===== config.mk =====
export PLATFORM = sky130hd
export DESIGN_NAME = vtf_formatter
export DESIGN_NICKNAME = d
export VERILOG_FILES = /design/src/include/vtf_pkg.sv /design/src/design/vtf_formatter.sv /design/src/design/vtf_word_fmt.sv
export VERILOG_INCLUDE_DIRS = /design/src /design/src/include
export SDC_FILE = /design/constraint.sdc
export NUM_CORES = 1
export LEC_CHECK = 0
export ABC_AREA = 1
export BUFFER_PORTS_ARGS = -buffer_cell sky130_fd_sc_hd__clkbuf_2
export CAP_MARGIN = 20
export CORE_MARGIN = 1
export CORE_UTILIZATION = 28
export CTS_BUF_LIST = sky130_fd_sc_hd__clkbuf_4 sky130_fd_sc_hd__clkbuf_8
export CTS_CLUSTER_DIAMETER = 40
export DETAILED_ROUTE_END_ITERATION = 10
export PLACE_DENSITY = 0.51
export RECOVER_POWER = 50
export SLEW_MARGIN = 30
export SYNTH_ARGS = -nofsm -noshare
export SYNTH_HDL_FRONTEND = slang
export SYNTH_SLANG_ARGS = --single-unit

===== constraint.sdc =====
create_clock -name ref_clk -period 4 [get_ports ref_clk]
set_input_delay 0.2 -clock ref_clk [delete_from_list [all_inputs] [get_ports ref_clk]]
set_output_delay 0.2 -clock ref_clk [all_outputs]
set_load 0.005 [all_outputs]

===== src/include/vtf_defines.svh =====
/*
 Constants of the video timing formatter: line and field timing, levels, register map.
 Assumes it is included by its bare name; definitions only.
*/
`ifndef VTF_DEFINES_SVH
`define VTF_DEFINES_SVH

// Line timing in sample clocks
`define VTF_LINE_1125      12'h898
`define VTF_LINE_1250      12'h900
`define VTF_BLANK_1125     12'h118
`define VTF_BLANK_1250     12'h180
`define VTF_EAV_LEAD_1125  12'h058
`define VTF_EAV_LEAD_1250  12'h080
`define VTF_SAV_LAG_1125   12'h0c0
`define VTF_SAV_LAG_1250   12'h100
`define VTF_ACTIVE_LEN     12'h780
`define VTF_CODE_LEN       12'h004

// Field timing in line numbers
`define VTF_FIRST_LINE     11'h001
`define VTF_F1_ACT_1125    11'h029
`define VTF_F1_END_1125    11'h22d
`define VTF_F2_START_1125  11'h234
`define VTF_F2_ACT_1125    11'h25b
`define VTF_F2_END_1125    11'h460
`define VTF_LAST_1125      11'h465
`define VTF_F1_ACT_1250    11'h02d
`define VTF_F1_END_1250    11'h26c
`define VTF_F2_START_1250  11'h272
`define VTF_F2_ACT_1250    11'h29e
`define VTF_F2_END_1250    11'h4dd
`define VTF_LAST_1250      11'h4e2

// Word levels
`define VTF_BLACK          10'h040
`define VTF_ACHROM         10'h200
`define VTF_VID_MIN        10'h004
`define VTF_VID_MAX        10'h3fb
`define VTF_PRE_10         10'h3ff
`define VTF_PRE_8          10'h3fc
`define VTF_ZERO           10'h000

// Register map
`define VTF_REG_CTRL       4'h0
`define VTF_REG_STAT       4'h4
`define VTF_CTRL_W         4
`define VTF_RESP_OKAY      2'h0
`define VTF_RESP_SLVERR    2'h2

`endif


===== src/include/vtf_pkg.sv =====
/*
 Types shared by the video timing formatter files.
 Assumes nothing beyond a SystemVerilog compiler.
*/
`default_nettype none

package vtf_pkg;
    typedef struct packed {
        logic [9:0] y_g;
        logic [9:0] cb_b;
        logic [9:0] cr_r;
    } vtf_pix_t;

    typedef struct packed {
        logic [9:0] x_ch;
        logic [9:0] c_ch;
        logic [9:0] y_ch;
    } vtf_link_t;

    typedef struct packed {
        logic rgb;
        logic ten_bit;
        logic sys1250;
        logic enable;
    } vtf_cfg_t;

    typedef struct packed {
        logic f;
        logic v;
        logic h;
    } vtf_flags_t;

    typedef enum logic [1:0] {SEG_EAV, SEG_BLANK, SEG_SAV, SEG_ACTIVE} vtf_seg_t;

    function automatic logic [3:0] vtf_protect(input vtf_flags_t fl);
        vtf_protect = {fl.v ^ fl.h, fl.f ^ fl.h, fl.f ^ fl.v, fl.f ^ fl.v ^ fl.h};
    endfunction : vtf_protect
endpackage : vtf_pkg

`default_nettype wire


===== src/design/vtf_formatter.sv =====
/*
 Video timing formatter top: line and field counting, timing code insertion,
 sample quantising and multiplexing, and an AXI4-Lite control slave.
 Assumes a sample source on ref_clk that holds each sample until vid_req
 takes it, and one destination that decodes the link words.
*/
// Design decisions made here: the AXI4-Lite register port and the register addresses.
`timescale 1ns/1ps
`default_nettype none
`include "vtf_defines.svh"

module vtf_formatter (
    input  wire logic              ref_clk,
    input  wire logic              rst_b,
    input  wire logic [3:0]        awaddr,
    input  wire logic              awvalid,
    output logic                   awready,
    input  wire logic [31:0]       wdata,
    input  wire logic [3:0]        wstrb,
    input  wire logic              wvalid,
    output logic                   wready,
    output logic [1:0]             bresp,
    output logic                   bvalid,
    input  wire logic              bready,
    input  wire logic [3:0]        araddr,
    input  wire logic              arvalid,
    output logic                   arready,
    output logic [31:0]            rdata,
    output logic [1:0]             rresp,
    output logic                   rvalid,
    input  wire logic              rready,
    input  wire vtf_pkg::vtf_pix_t pix_in,
    output logic                   vid_req,
    output vtf_pkg::vtf_link_t     link_data,
    output logic                   link_clk,
    output logic                   sync_ref
);
    vtf_pkg::vtf_cfg_t   ctrl;
    vtf_pkg::vtf_cfg_t   cfg;
    vtf_pkg::vtf_seg_t   seg;
    vtf_pkg::vtf_flags_t flags;
    logic [3:0]          aw_addr;
    logic                aw_full;
    logic                w_full;
    logic [31:0]         w_data;
    logic [3:0]          w_strb;
    logic                wr_fire;
    logic [11:0]         hc;
    logic [11:0]         next_hc;
    logic [10:0]         lc;
    logic [10:0]         next_lc;
    logic                fld;
    logic                vbl;
    logic                cur_fld;
    logic                cur_vbl;
    logic                frame_end;
    logic                video_on;
    logic                next_video_on;
    logic [31:0]         status;
    logic [9:0]          smp [3];
    logic [9:0]          blk [3];
    logic [9:0]          wd  [3];

    // ==========================================================
    // Timing lookups per line system
    function automatic logic [11:0] line_len(input logic s1250);
        line_len = s1250 ? `VTF_LINE_1250 : `VTF_LINE_1125;
    endfunction : line_len

    function automatic logic [11:0] blank_len(input logic s1250);
        blank_len = s1250 ? `VTF_BLANK_1250 : `VTF_BLANK_1125;
    endfunction : blank_len

    function automatic logic [11:0] eav_lead(input logic s1250);
        eav_lead = s1250 ? `VTF_EAV_LEAD_1250 : `VTF_EAV_LEAD_1125;
    endfunction : eav_lead

    function automatic logic [11:0] sav_lag(input logic s1250);
        sav_lag = s1250 ? `VTF_SAV_LAG_1250 : `VTF_SAV_LAG_1125;
    endfunction : sav_lag

    function automatic logic [10:0] last_line(input logic s1250);
        last_line = s1250 ? `VTF_LAST_1250 : `VTF_LAST_1125;
    endfunction : last_line

    function automatic logic [10:0] field2_start(input logic s1250);
        field2_start = s1250 ? `VTF_F2_START_1250 : `VTF_F2_START_1125;
    endfunction : field2_start

    function automatic logic in_active(input logic [10:0] ln, input logic s1250);
        if (s1250) begin
            in_active = (ln >= `VTF_F1_ACT_1250 && ln <= `VTF_F1_END_1250)
                     || (ln >= `VTF_F2_ACT_1250 && ln <= `VTF_F2_END_1250);
        end else begin
            in_active = (ln >= `VTF_F1_ACT_1125 && ln <= `VTF_F1_END_1125)
                     || (ln >= `VTF_F2_ACT_1125 && ln <= `VTF_F2_END_1125);
        end
    endfunction : in_active

    // ==========================================================
    // AXI4-Lite write channel; address and data in either order
    assign wr_fire = aw_full && w_full && !bvalid;

    always_ff @(posedge ref_clk or negedge rst_b) begin
        if (!rst_b) begin
            awready <= 1'b1;
            wready  <= 1'b1;
            aw_full <= 1'b0;
            w_full  <= 1'b0;
            aw_addr <= 4'h0;
            w_data  <= 32'h0;
            w_strb  <= 4'h0;
            bvalid  <= 1'b0;
            bresp   <= `VTF_RESP_OKAY;
        end else begin
            if (awvalid && awready) begin
                aw_full <= 1'b1;
                aw_addr <= awaddr;
                awready <= 1'b0;
            end
            if (wvalid && wready) begin
                w_full <= 1'b1;
                w_data <= wdata;
                w_strb <= wstrb;
                wready <= 1'b0;
            end
            if (wr_fire) begin
                aw_full <= 1'b0;
                w_full  <= 1'b0;
                bvalid  <= 1'b1;
                if (aw_addr == `VTF_REG_CTRL || aw_addr == `VTF_REG_STAT) begin
                    bresp <= `VTF_RESP_OKAY;
                end else begin
                    bresp <= `VTF_RESP_SLVERR;
                end
            end
            if (bvalid && bready) begin
                bvalid  <= 1'b0;
                awready <= 1'b1;
                wready  <= 1'b1;
            end
        end
    end

    // Control register: enable, line system, word width, RGB mode
    always_ff @(posedge ref_clk or negedge rst_b) begin
        if (!rst_b) begin
            ctrl <= '0;
        end else if (wr_fire && aw_addr == `VTF_REG_CTRL && w_strb[0]) begin
            ctrl <= vtf_pkg::vtf_cfg_t'(w_data[`VTF_CTRL_W-1:0]);
        end
    end

    // ==========================================================
    // AXI4-Lite read channel; answer one cycle after the address
    assign status = {13'h0, cfg.enable, vbl, fld, 5'h0, lc};

    always_ff @(posedge ref_clk or negedge rst_b) begin
        if (!rst_b) begin
            arready <= 1'b1;
            rvalid  <= 1'b0;
            rdata   <= 32'h0;
            rresp   <= `VTF_RESP_OKAY;
        end else if (arvalid && arready) begin
            arready <= 1'b0;
            rvalid  <= 1'b1;
            rresp   <= `VTF_RESP_OKAY;
            case (araddr)
                `VTF_REG_CTRL: rdata <= {28'h0, ctrl};
                `VTF_REG_STAT: rdata <= status;
                default: begin
                    rdata <= 32'h0;
                    rresp <= `VTF_RESP_SLVERR;
                end
            endcase
        end else if (rvalid && rready) begin
            rvalid  <= 1'b0;
            arready <= 1'b1;
        end
    end

    // ==========================================================
    // Working configuration; mode changes wait for a frame edge so a
    // running picture is never cut mid-frame, but disable acts at once
    assign frame_end = (hc == line_len(cfg.sys1250) - 12'h001) && (lc == last_line(cfg.sys1250));

    always_ff @(posedge ref_clk or negedge rst_b) begin
        if (!rst_b) begin
            cfg <= '0;
        end else if (!ctrl.enable || !cfg.enable || frame_end) begin
            cfg <= ctrl;
        end
    end

    // ==========================================================
    // Sample and line counters; the sample clock is ref_clk
    always_comb begin
        next_hc = hc + 12'h001;
        next_lc = lc;
        if (!cfg.enable) begin
            next_hc = 12'h000;
            next_lc = `VTF_FIRST_LINE;
        end else if (hc == line_len(cfg.sys1250) - 12'h001) begin
            next_hc = 12'h000;
            if (lc == last_line(cfg.sys1250)) begin
                next_lc = `VTF_FIRST_LINE;
            end else begin
                next_lc = lc + 11'h001;
            end
        end
    end

    always_ff @(posedge ref_clk or negedge rst_b) begin
        if (!rst_b) begin
            hc <= 12'h000;
            lc <= `VTF_FIRST_LINE;
        end else begin
            hc <= next_hc;
            lc <= next_lc;
        end
    end

    // ==========================================================
    // Line segments: end code opens the line, start code closes blanking
    always_comb begin
        seg = vtf_pkg::SEG_BLANK;
        if (hc < `VTF_CODE_LEN) begin
            seg = vtf_pkg::SEG_EAV;
        end else if (hc >= blank_len(cfg.sys1250)) begin
            seg = vtf_pkg::SEG_ACTIVE;
        end else if (hc >= blank_len(cfg.sys1250) - `VTF_CODE_LEN) begin
            seg = vtf_pkg::SEG_SAV;
        end
    end

    // Field and frame-blank flags are taken only at the line start
    assign cur_fld = (hc == 12'h000) ? (lc >= field2_start(cfg.sys1250)) : fld;
    assign cur_vbl = (hc == 12'h000) ? !in_active(lc, cfg.sys1250) : vbl;

    always_ff @(posedge ref_clk or negedge rst_b) begin
        if (!rst_b) begin
            fld <= 1'b0;
            vbl <= 1'b1;
        end else if (!cfg.enable) begin
            fld <= 1'b0;
            vbl <= 1'b1;
        end else begin
            fld <= cur_fld;
            vbl <= cur_vbl;
        end
    end

    always_comb begin
        flags.f = cur_fld;
        flags.v = cur_vbl;
        flags.h = 1'b0;
        video_on = 1'b0;
        case (seg)
            vtf_pkg::SEG_EAV:    flags.h = 1'b1;
            vtf_pkg::SEG_SAV:    flags.h = 1'b0;
            vtf_pkg::SEG_ACTIVE: video_on = in_active(lc, cfg.sys1250);
            default:             flags.h = 1'b0;
        endcase
    end

    assign next_video_on = cfg.enable && next_hc >= blank_len(cfg.sys1250)
                        && in_active(next_lc, cfg.sys1250);

    // ==========================================================
    // Channel words; both blanking lengths are multiples of four, so
    // the low count bits index the code words
    always_comb begin
        smp[0] = pix_in.y_g;
        smp[1] = (cfg.rgb || !hc[0]) ? pix_in.cb_b : pix_in.cr_r;
        smp[2] = pix_in.cr_r;
        blk[0] = `VTF_BLACK;
        blk[1] = cfg.rgb ? `VTF_BLACK : `VTF_ACHROM;
        blk[2] = `VTF_BLACK;
    end

    for (genvar gi = 0; gi < 3; gi++) begin : g_ch
        vtf_word_fmt u_fmt (
            .is_code   (seg == vtf_pkg::SEG_EAV || seg == vtf_pkg::SEG_SAV),
            .code_idx  (hc[1:0]),
            .flags     (flags),
            .full_code (cfg.ten_bit || cfg.sys1250),
            .ten_bit   (cfg.ten_bit),
            .video_on  (video_on),
            .sample    (smp[gi]),
            .blank_lvl (blk[gi]),
            .word      (wd[gi])
        );
    end

    // ==========================================================
    // Link outputs; nothing comes back from the destination
    always_ff @(posedge ref_clk or negedge rst_b) begin
        if (!rst_b) begin
            link_data <= '0;
            link_clk  <= 1'b0;
            sync_ref  <= 1'b0;
            vid_req   <= 1'b0;
        end else if (!cfg.enable) begin
            link_data <= '0;
            link_clk  <= 1'b0;
            sync_ref  <= 1'b0;
            vid_req   <= next_video_on;
        end else begin
            link_data.y_ch <= wd[0];
            link_data.c_ch <= wd[1];
            link_data.x_ch <= cfg.rgb ? wd[2] : `VTF_ZERO;
            link_clk       <= !hc[0];
            sync_ref       <= (hc == eav_lead(cfg.sys1250));
            vid_req        <= next_video_on;
        end
    end

    // ==========================================================
    // Checks
    line_wrap_a: assert property (@(posedge ref_clk) disable iff (!rst_b)
        (cfg.enable && hc == line_len(cfg.sys1250) - 12'h001) |=> (hc == 12'h000))
        else $error("line did not wrap at its length");

    eav_code_a: assert property (@(posedge ref_clk) disable iff (!rst_b)
        (cfg.enable && hc == 12'h000)
        |=> (link_data.y_ch == ((cfg.ten_bit || cfg.sys1250) ? `VTF_PRE_10 : `VTF_PRE_8))
        ##1 (link_data.y_ch == `VTF_ZERO) ##1 (link_data.y_ch == `VTF_ZERO)
        ##1 (link_data.y_ch[9] && link_data.y_ch[6]))
        else $error("end code missing or malformed");

    sav_prot_a: assert property (@(posedge ref_clk) disable iff (!rst_b)
        (cfg.enable && hc == blank_len(cfg.sys1250) - 12'h001)
        |=> (!link_data.y_ch[6] && link_data.y_ch[5:2]
             == vtf_pkg::vtf_protect(vtf_pkg::vtf_flags_t'(link_data.y_ch[8:6]))))
        else $error("start code flag word wrong");

    sync_pos_a: assert property (@(posedge ref_clk) disable iff (!rst_b)
        sync_ref |-> (hc == eav_lead(cfg.sys1250) + 12'h001))
        else $error("sync reference misplaced");

    act_start_a: assert property (@(posedge ref_clk) disable iff (!rst_b)
        (cfg.enable && $rose(vid_req)) |-> (hc == eav_lead(cfg.sys1250) + sav_lag(cfg.sys1250)))
        else $error("active video starts at wrong sample");

    video_range_a: assert property (@(posedge ref_clk) disable iff (!rst_b)
        (cfg.enable && $past(vid_req))
        |-> (link_data.y_ch >= `VTF_VID_MIN && link_data.y_ch <= `VTF_VID_MAX
             && link_data.c_ch >= `VTF_VID_MIN && link_data.c_ch <= `VTF_VID_MAX))
        else $error("video word in reserved range");

    flag_change_a: assert property (@(posedge ref_clk) disable iff (!rst_b)
        (cfg.enable && $past(cfg.enable) && ($changed(fld) || $changed(vbl)))
        |-> (hc == 12'h001))
        else $error("field flags changed mid-line");

    eight_bit_a: assert property (@(posedge ref_clk) disable iff (!rst_b)
        (cfg.enable && !cfg.ten_bit && $past(vid_req))
        |-> (link_data.y_ch[1:0] == 2'h0 && link_data.c_ch[1:0] == 2'h0))
        else $error("8-bit sample has nonzero fraction");

    field_two_a: assert property (@(posedge ref_clk) disable iff (!rst_b)
        (cfg.enable && hc == 12'h001) |-> (fld == (lc >= field2_start(cfg.sys1250))))
        else $error("field flag wrong for line");

    vblank_a: assert property (@(posedge ref_clk) disable iff (!rst_b)
        (cfg.enable && hc == 12'h001) |-> (vbl == !in_active(lc, cfg.sys1250)))
        else $error("frame blank flag wrong for line");

    link_phase_a: assert property (@(posedge ref_clk) disable iff (!rst_b)
        (cfg.enable && $past(cfg.enable) && $past(cfg.enable, 2))
        |-> (link_clk != $past(link_clk)))
        else $error("link clock did not toggle");
endmodule : vtf_formatter

`default_nettype wire


===== src/design/vtf_word_fmt.sv =====
/*
 One link channel word: timing code, clamped video sample or blanking level.
 Assumes the caller registers the word and decodes the line position.
*/
`timescale 1ns/1ps
`default_nettype none
`include "vtf_defines.svh"

module vtf_word_fmt (
    input  wire logic                is_code,
    input  wire logic [1:0]          code_idx,
    input  wire vtf_pkg::vtf_flags_t flags,
    input  wire logic                full_code,
    input  wire logic                ten_bit,
    input  wire logic                video_on,
    input  wire logic [9:0]          sample,
    input  wire logic [9:0]          blank_lvl,
    output logic [9:0]               word
);
    logic [9:0] clamped;

    // ==========================================================
    // Sample clamp, then truncate: keeps 8-bit words off 255
    always_comb begin
        clamped = sample;
        if (sample < `VTF_VID_MIN) begin
            clamped = `VTF_VID_MIN;
        end else if (sample > `VTF_VID_MAX) begin
            clamped = `VTF_VID_MAX;
        end
        if (!ten_bit) begin
            clamped[1:0] = 2'h0;
        end
    end

    // ==========================================================
    // Word select
    always_comb begin
        word = video_on ? clamped : blank_lvl;
        if (is_code) begin
            case (code_idx)
                2'h0: word = full_code ? `VTF_PRE_10 : `VTF_PRE_8;
                2'h3: word = {1'b1, flags, vtf_pkg::vtf_protect(flags), 2'h0};
                default: word = `VTF_ZERO;
            endcase
        end
    end
endmodule : vtf_word_fmt

`default_nettype wire


Yosys cells after proc, flatten, opt, wreduce, memory -nomap -nowiden:

Cells that the tools add are included.

* register bits after elaboration: 118
* bits of input ports: 81
* output and inout port bits: 74
* logic and storage cells: 182

* add/sub/neg operators: 4
* $lt $le $gt $ge: 27
* equal/unequal tests: 8
* multiplexer cells: 61
* bitwise logic cells: 4
* reductions and logical operators: 47

Operator list (number)
* $mux W10: 15
* $ge A11 B10 Y1 const B: 4
* $ge A11 B6 Y1 const B: 4
* $le A11 B10 Y1 const B: 4
* $le A11 B11 Y1 const B: 4
* $pmux W19 S2: 1
* $mux W11: 3
* $gt A10 B10 Y1 const B: 3
* $lt A10 B3 Y1 const B: 3
* $mux W30: 1
* $ge A12 B12 Y1: 2
* $mux W1: 24
* $mux W12: 2
* $mux W8: 3
* $logic_and A1 B1 Y1: 20
* $pmux W10 S2: 1
* $mux W2: 9
* $add A12 B1 Y12 const B: 1
* $eq A12 B12 Y1: 1
* $eq A12 B8 Y1: 1
* $ge A12 B9 Y1: 1
* $logic_not A12 Y1: 1
* $lt A12 B3 Y1 const B: 1
* $reduce_bool A2 Y1: 6
* 15 further kinds: 36

Depth between registers and ports, before layout:

* depth in word-level cells: 13
* mapped depth: 20
* depth with buffers taken out: 20

Hierarchy:

A second synthesis with hierarchy kept.

* cells, all modules: 1040
* area total of the unflattened synthesis: 7126.8 µm²

Modules (own cells, without submodules)
* vtf_formatter: times used 1, cells an instance 737, area an instance 5738.0 µm², seq. area each 2458.6 µm²
* vtf_word_fmt: times used 3, cells an instance 101, area an instance 462.9 µm², seq. area each 0.0 µm²

Worst setup path after synthesis:

Ideal clock, no wire load.

* path kind: reg-to-reg
* start point: reg cfg[1] (netlist bit)
* end point: reg vid_req
* setup time: 0.071 ns
* data arrival time: 2.475 ns
* required time: 3.929 ns
* setup slack: 1.454 ns
* cell stages (with the launch flop): 17
* path buffers: 0
* period minus slack after synthesis: 2.546 ns
* cells stage by stage: dfrtp_1 inv_2 ha_1 inv_1 nand2_2 nor2_8 nand3_2 nand2_1 nor2_1 ha_1 inv_1 nor2_1 and3b_1 nand3_1 nand4_1 nand2_1 nor2_1

* elaborated cells between the ends (all ways): 29
* classes of those cells: add/sub (1); order compare (9); eq/ne (2); mux (9); reduce/logical (8)

RTL lines
* from (decl): line vtf_formatter.sv:39 `vtf_pkg::vtf_cfg_t cfg;`
* from (signal assigned): line vtf_formatter.sv:191 `cfg <= ctrl;`
* $mux W9 (no line)
* $sub A12 B1 Y12: line vtf_formatter.sv:203 `end else if (hc == line_len(cfg.sys1250) - 12'h001) begin`
* $eq A12 B12 Y1: line vtf_formatter.sv:203
* $mux W12: line vtf_formatter.sv:203
* $mux W12: line vtf_formatter.sv:200 `if (!cfg.enable) begin`
* via next_hc[7]: line vtf_formatter.sv:49 `logic [11:0] next_hc;`
* $ge A12 B9 Y1: line vtf_formatter.sv:266 `assign next_video_on = cfg.enable && next_hc >= blank_len(cfg.sys1250)`
* $logic_and A1 B1 Y1: line vtf_formatter.sv:266
* $logic_and A1 B1 Y1: line vtf_formatter.sv:267 `&& in_active(next_lc, cfg.sys1250);`
* via next_video_on: line vtf_formatter.sv:58 `logic next_video_on;`
* to (signal assigned): line vtf_formatter.sv:307 `vid_req <= next_video_on;`
* to (signal assigned): line vtf_formatter.sv:314 `vid_req <= next_video_on;`
* to (decl): line vtf_formatter.sv:33 `output logic vid_req,`

The timed path passes the listed nets, and every way through them passes these cells.
A chain may end at the register's enable or synchronous reset.

Worst setup path after layout:

Same ends and word-level chain as after synthesis.

==> run summary <==
======================================================================================================
Outcome ................................................................................. finished with violations
Failing checks .......................................................................... DRC, capacitance limit, slew limit
Cell types with the largest area share after synthesis .................................. sky130_fd_sc_hd__dfrtp_1 (37%), sky130_fd_sc_hd__nand2_1 (14%), sky130_fd_sc_hd__nor2_1 (6.0%)
Root Driver ............................................................................. sky130_fd_sc_hd__clkbuf_8
Start point of the critical path ........................................................       cfg[1]
Peak supply drop ........................................................................     0.181 mV
Placed wire-length estimate .............................................................    13,900 um
Number of buffers created by CTS ........................................................            9
Detailed Route WL .......................................................................    18,100 um
Clock insertion delay at the later pin of the skew report ...............................      0.40 ns
Gpl congestion ..........................................................................        0.880
Master of the slowest instance on the critical path ..................................... sky130_fd_sc_hd__dfrtp_1
Final setup margin ......................................................................      1.14 ns
Setup repair after global routing missed its margin .....................................        false
Cell family with the largest share of critical-path delay ............................... simple AND/OR/NAND/NOR gates
Post-route cell area ....................................................................   7280 sq um
Max_slew headroom .......................................................................       -0.163
Post-CTS setup buffers ..................................................................            0
Critical path's largest stage delay .....................................................      0.40 ns
Final setup skew ........................................................................    0.0259 ns
Final-layout setup total negative slack .................................................         0 ns
Antenna diode instance count ............................................................            0
First DRT Iteration DRCs ................................................................          397
Maximum number of pins on one net before global-route repair ............................           70
Number of enable flip-flop cells after synthesis ........................................            0
Total congestion overflow ...............................................................            0
Reg2reg end .............................................................................      vid_req
Number of buffers inserted by port buffering ............................................          103
Arrival time worst endpoint .............................................................      3.19 ns
Post-detailed-route DRC marker count ....................................................           14
TritonCTS clock tree ....................................................................         done
Path length in cells of the critical path ...............................................           16
Post-synthesis sequential area ratio ....................................................        0.388
Pre-antenna DRT Iters ...................................................................            8
Cell area after synthesis ...............................................................   6340 sq um
Cts hold-fix bufs .......................................................................            5
Clk buf depth ...........................................................................            2
H-Tree Level Count ......................................................................            3
Worst-case register-to-register setup slack .............................................      1.14 ns
Chip Height .............................................................................       152 um
Min-Delay Path Class ....................................................................       in2reg
Via count of the first global-routing pass ..............................................        5,804
Async SR Flop Fraction ..................................................................         1.00
Row Count ...............................................................................           54
First-pass GRT wire length ..............................................................    30,000 um
Count of cells resized by post-cts repair ...............................................            0
Max-slew violation count ................................................................           70
Routed wirelength normalized by instance count ..........................................      14.4 um
Crit path kind ..........................................................................      reg2reg
Worst Reg-to-Reg Cells ..................................................................           16
Post-detailed-route via-to-cell ratio ...................................................         4.73
Final period utilization ................................................................        0.716
Crit-path cells ......................................................................... inv_2, ha_1, inv_1, nand2_2, nor2_8, nand3_2, nand2_1, nor2_1, ha_1, inv_1, nor2_1, and3b_1, nand3_1, nand4_1, nand2_1, nor2_1
PwrDens .................................................................................  432 nW/um^2
CTS sink cnt ............................................................................           98
Cells after Synth .......................................................................          875
Worst Setup EP ..........................................................................      vid_req
Unique cell type count in the Yosys netlist .............................................           51
Cell taking the most area after synthesis ............................................... sky130_fd_sc_hd__dfrtp_1
Final-report setup violation count ......................................................            0
Primary FF master, synth ................................................................ sky130_fd_sc_hd__dfrtp_1
Initial core utilization ................................................................        0.288
Post-layout min period ..................................................................      2.86 ns
Die area ................................................................................ 23,200 sq um
Die width ...............................................................................       152 um
Peak clock frequency supported by timing ................................................      349 MHz
Aggregate global-route resource usage ...................................................        0.160
Largest fanout of any net on the critical path ..........................................           12
Worst Path Required .....................................................................      4.33 ns
Most repeated library cell on the critical path ......................................... sky130_fd_sc_hd__nor2_1
Clock transition at the register clock pins on the worst setup and hold paths after CTS .      0.10 ns
Post-placement setup slack ..............................................................      1.14 ns
Instance area at placement ..............................................................   7050 sq um
Number of primary I/O pins ..............................................................          155
Max_cap viols ...........................................................................            1
Fraction of layout instances using a drive strength above 1 .............................        0.170
CORE AREA ............................................................................... 22,000 sq um
Layout overhead on the synthesized area .................................................        14.8%
Most frequent cells after synthesis ..................................................... sky130_fd_sc_hd__nand2_1 (231), sky130_fd_sc_hd__nor2_1 (102), sky130_fd_sc_hd__dfrtp_1 (93)
Leak ....................................................................................   0.00376 uW
Area fraction of the dominant cell type after synthesis .................................        0.367
Worst Setup End Kind ....................................................................     register
Dominant cell by count in the synthesized netlist ....................................... sky130_fd_sc_hd__nand2_1
Number of synthesized register bits .....................................................           98
Launch point of the worst reg-to-reg path ...............................................       cfg[1]
Worst Hold Slack ........................................................................    0.0188 ns
CP Buf/Inv Count ........................................................................            3
Remaining antenna violation count after routing .........................................            0
Total number of vias ....................................................................        5,963
Yosys warning total .....................................................................            0
Startpoint class of the critical path ...................................................     register
Synthesized area per cell ...............................................................   7.24 sq um
Worst-margin pin slew ...................................................................      1.74 ns
Antenna violations before repair ........................................................            0
Net count reported at finish ............................................................        1,074
Final Hold Violating Endpoints ..........................................................            0
======================================================================================================
## cell families (layout without fill, tap and decap cells)
kind of cell | after synthesis | count (layout) | share of synthesized area
AO/OA/AOI/OAI | 107 | 107 | 0.0989
XOR/XNOR | 3 | 3 | 0.00415
AND/OR/NAND/NOR | 498 | 498 | 0.362
multiplexers | 7 | 7 | 0.0111
other | 1 | 20 | 0.000592
flip-flops | 98 | 98 | 0.388
buffers and inverters | 145 | 233 | 0.104
adder cells (fa/ha/maj) | 16 | 16 | 0.0316
## per-stage QoR
stage / power [uW] / std cells / util
after global routing: 3390 / 1262 / 0.330
after CTS: 3190 / 1262 / 0.332
after detailed placement: 2490 / 1241 / 0.320
final: 3150 / 1262 / 0.330
after floorplan: 2080 / 894 / -
after global placement: 2480 / 1241 / 0.320
## cells in the final DEF, fill, tap and decap left out, drive strengths merged, types with 19 or more instances in the layout
| cell | count |
|---|---|
| a21oi | 41 |
| conb | 20 |
| o21ai | 34 |
| nor3 | 19 |
| inv | 104 |
| nand2 | 243 |
| nand3 | 66 |
| dfrtp | 93 |
| nor2 | 118 |
| nand4 | 30 |
| clkbuf | 114 |
## state kept, by name (all words and copies together) (netlist names), 4 cells and up
register   count
aw_addr        4
cfg            4
ctrl           4
hc            12
lc            11
link_data     30
rdata         14
w_data         4
## worst register-to-register path, stage by stage (launching register included)
cell,delay (ns)
sky130_fd_sc_hd__dfrtp_1,0.40
sky130_fd_sc_hd__inv_2,0.24
sky130_fd_sc_hd__ha_1,0.29
sky130_fd_sc_hd__inv_1,0.09
sky130_fd_sc_hd__nand2_2,0.10
sky130_fd_sc_hd__nor2_8,0.18
sky130_fd_sc_hd__nand3_2,0.20
sky130_fd_sc_hd__nand2_1,0.22
sky130_fd_sc_hd__nor2_1,0.10
sky130_fd_sc_hd__ha_1,0.29
sky130_fd_sc_hd__inv_1,0.04
sky130_fd_sc_hd__nor2_1,0.11
sky130_fd_sc_hd__and3b_1,0.19
sky130_fd_sc_hd__nand3_1,0.08
sky130_fd_sc_hd__nand4_1,0.14
sky130_fd_sc_hd__nand2_1,0.06
sky130_fd_sc_hd__nor2_1,0.09
## worst min path at each step
stage / from / to / slack, ns / cells after the start
after floorplan: rst_b / aw_addr[0] / -0.1 / 0
after global placement: ctrl[0] / cfg[0] / 0.36 / 0
after detailed placement: ctrl[0] / cfg[0] / 0.36 / 0
after CTS: wdata[0] / w_data[0] / 0.0006 / 3
after global routing: wdata[2] / w_data[2] / 0.005 / 3
final: wdata[1] / w_data[1] / 0.02 / 3
## cell type report
type | count | area [sq um]
flip-flops and latches | 98 | 2460
well taps | 280 | 350
clock inverters | 5 | 63.8
inverters | 105 | 399
clock buffers | 11 | 145
repair buffers | 112 | 568
multi-input cells | 651 | 3290
fillers | 2394 | 14700
## layer usage
layer | track usage | share of wire | wire, um | vias up
li1 | - | - | - | 3025
met1 | 0.216 | 0.48 | 8620 | 2767
met2 | 0.262 | 0.46 | 8320 | 157
met3 | 0.0293 | 0.051 | 922 | 14
met4 | 0.0462 | 0.014 | 247 | 0
met5 | 0 | 0 | 0 | -
## where the power goes
group / switching [uW] / internal, uW / total [uW]
clock network: 371 / 317 / 688
logic: 732 / 367 / 1100
registers: 138 / 1220 / 1360
Power figures use the tool's default switching activity.
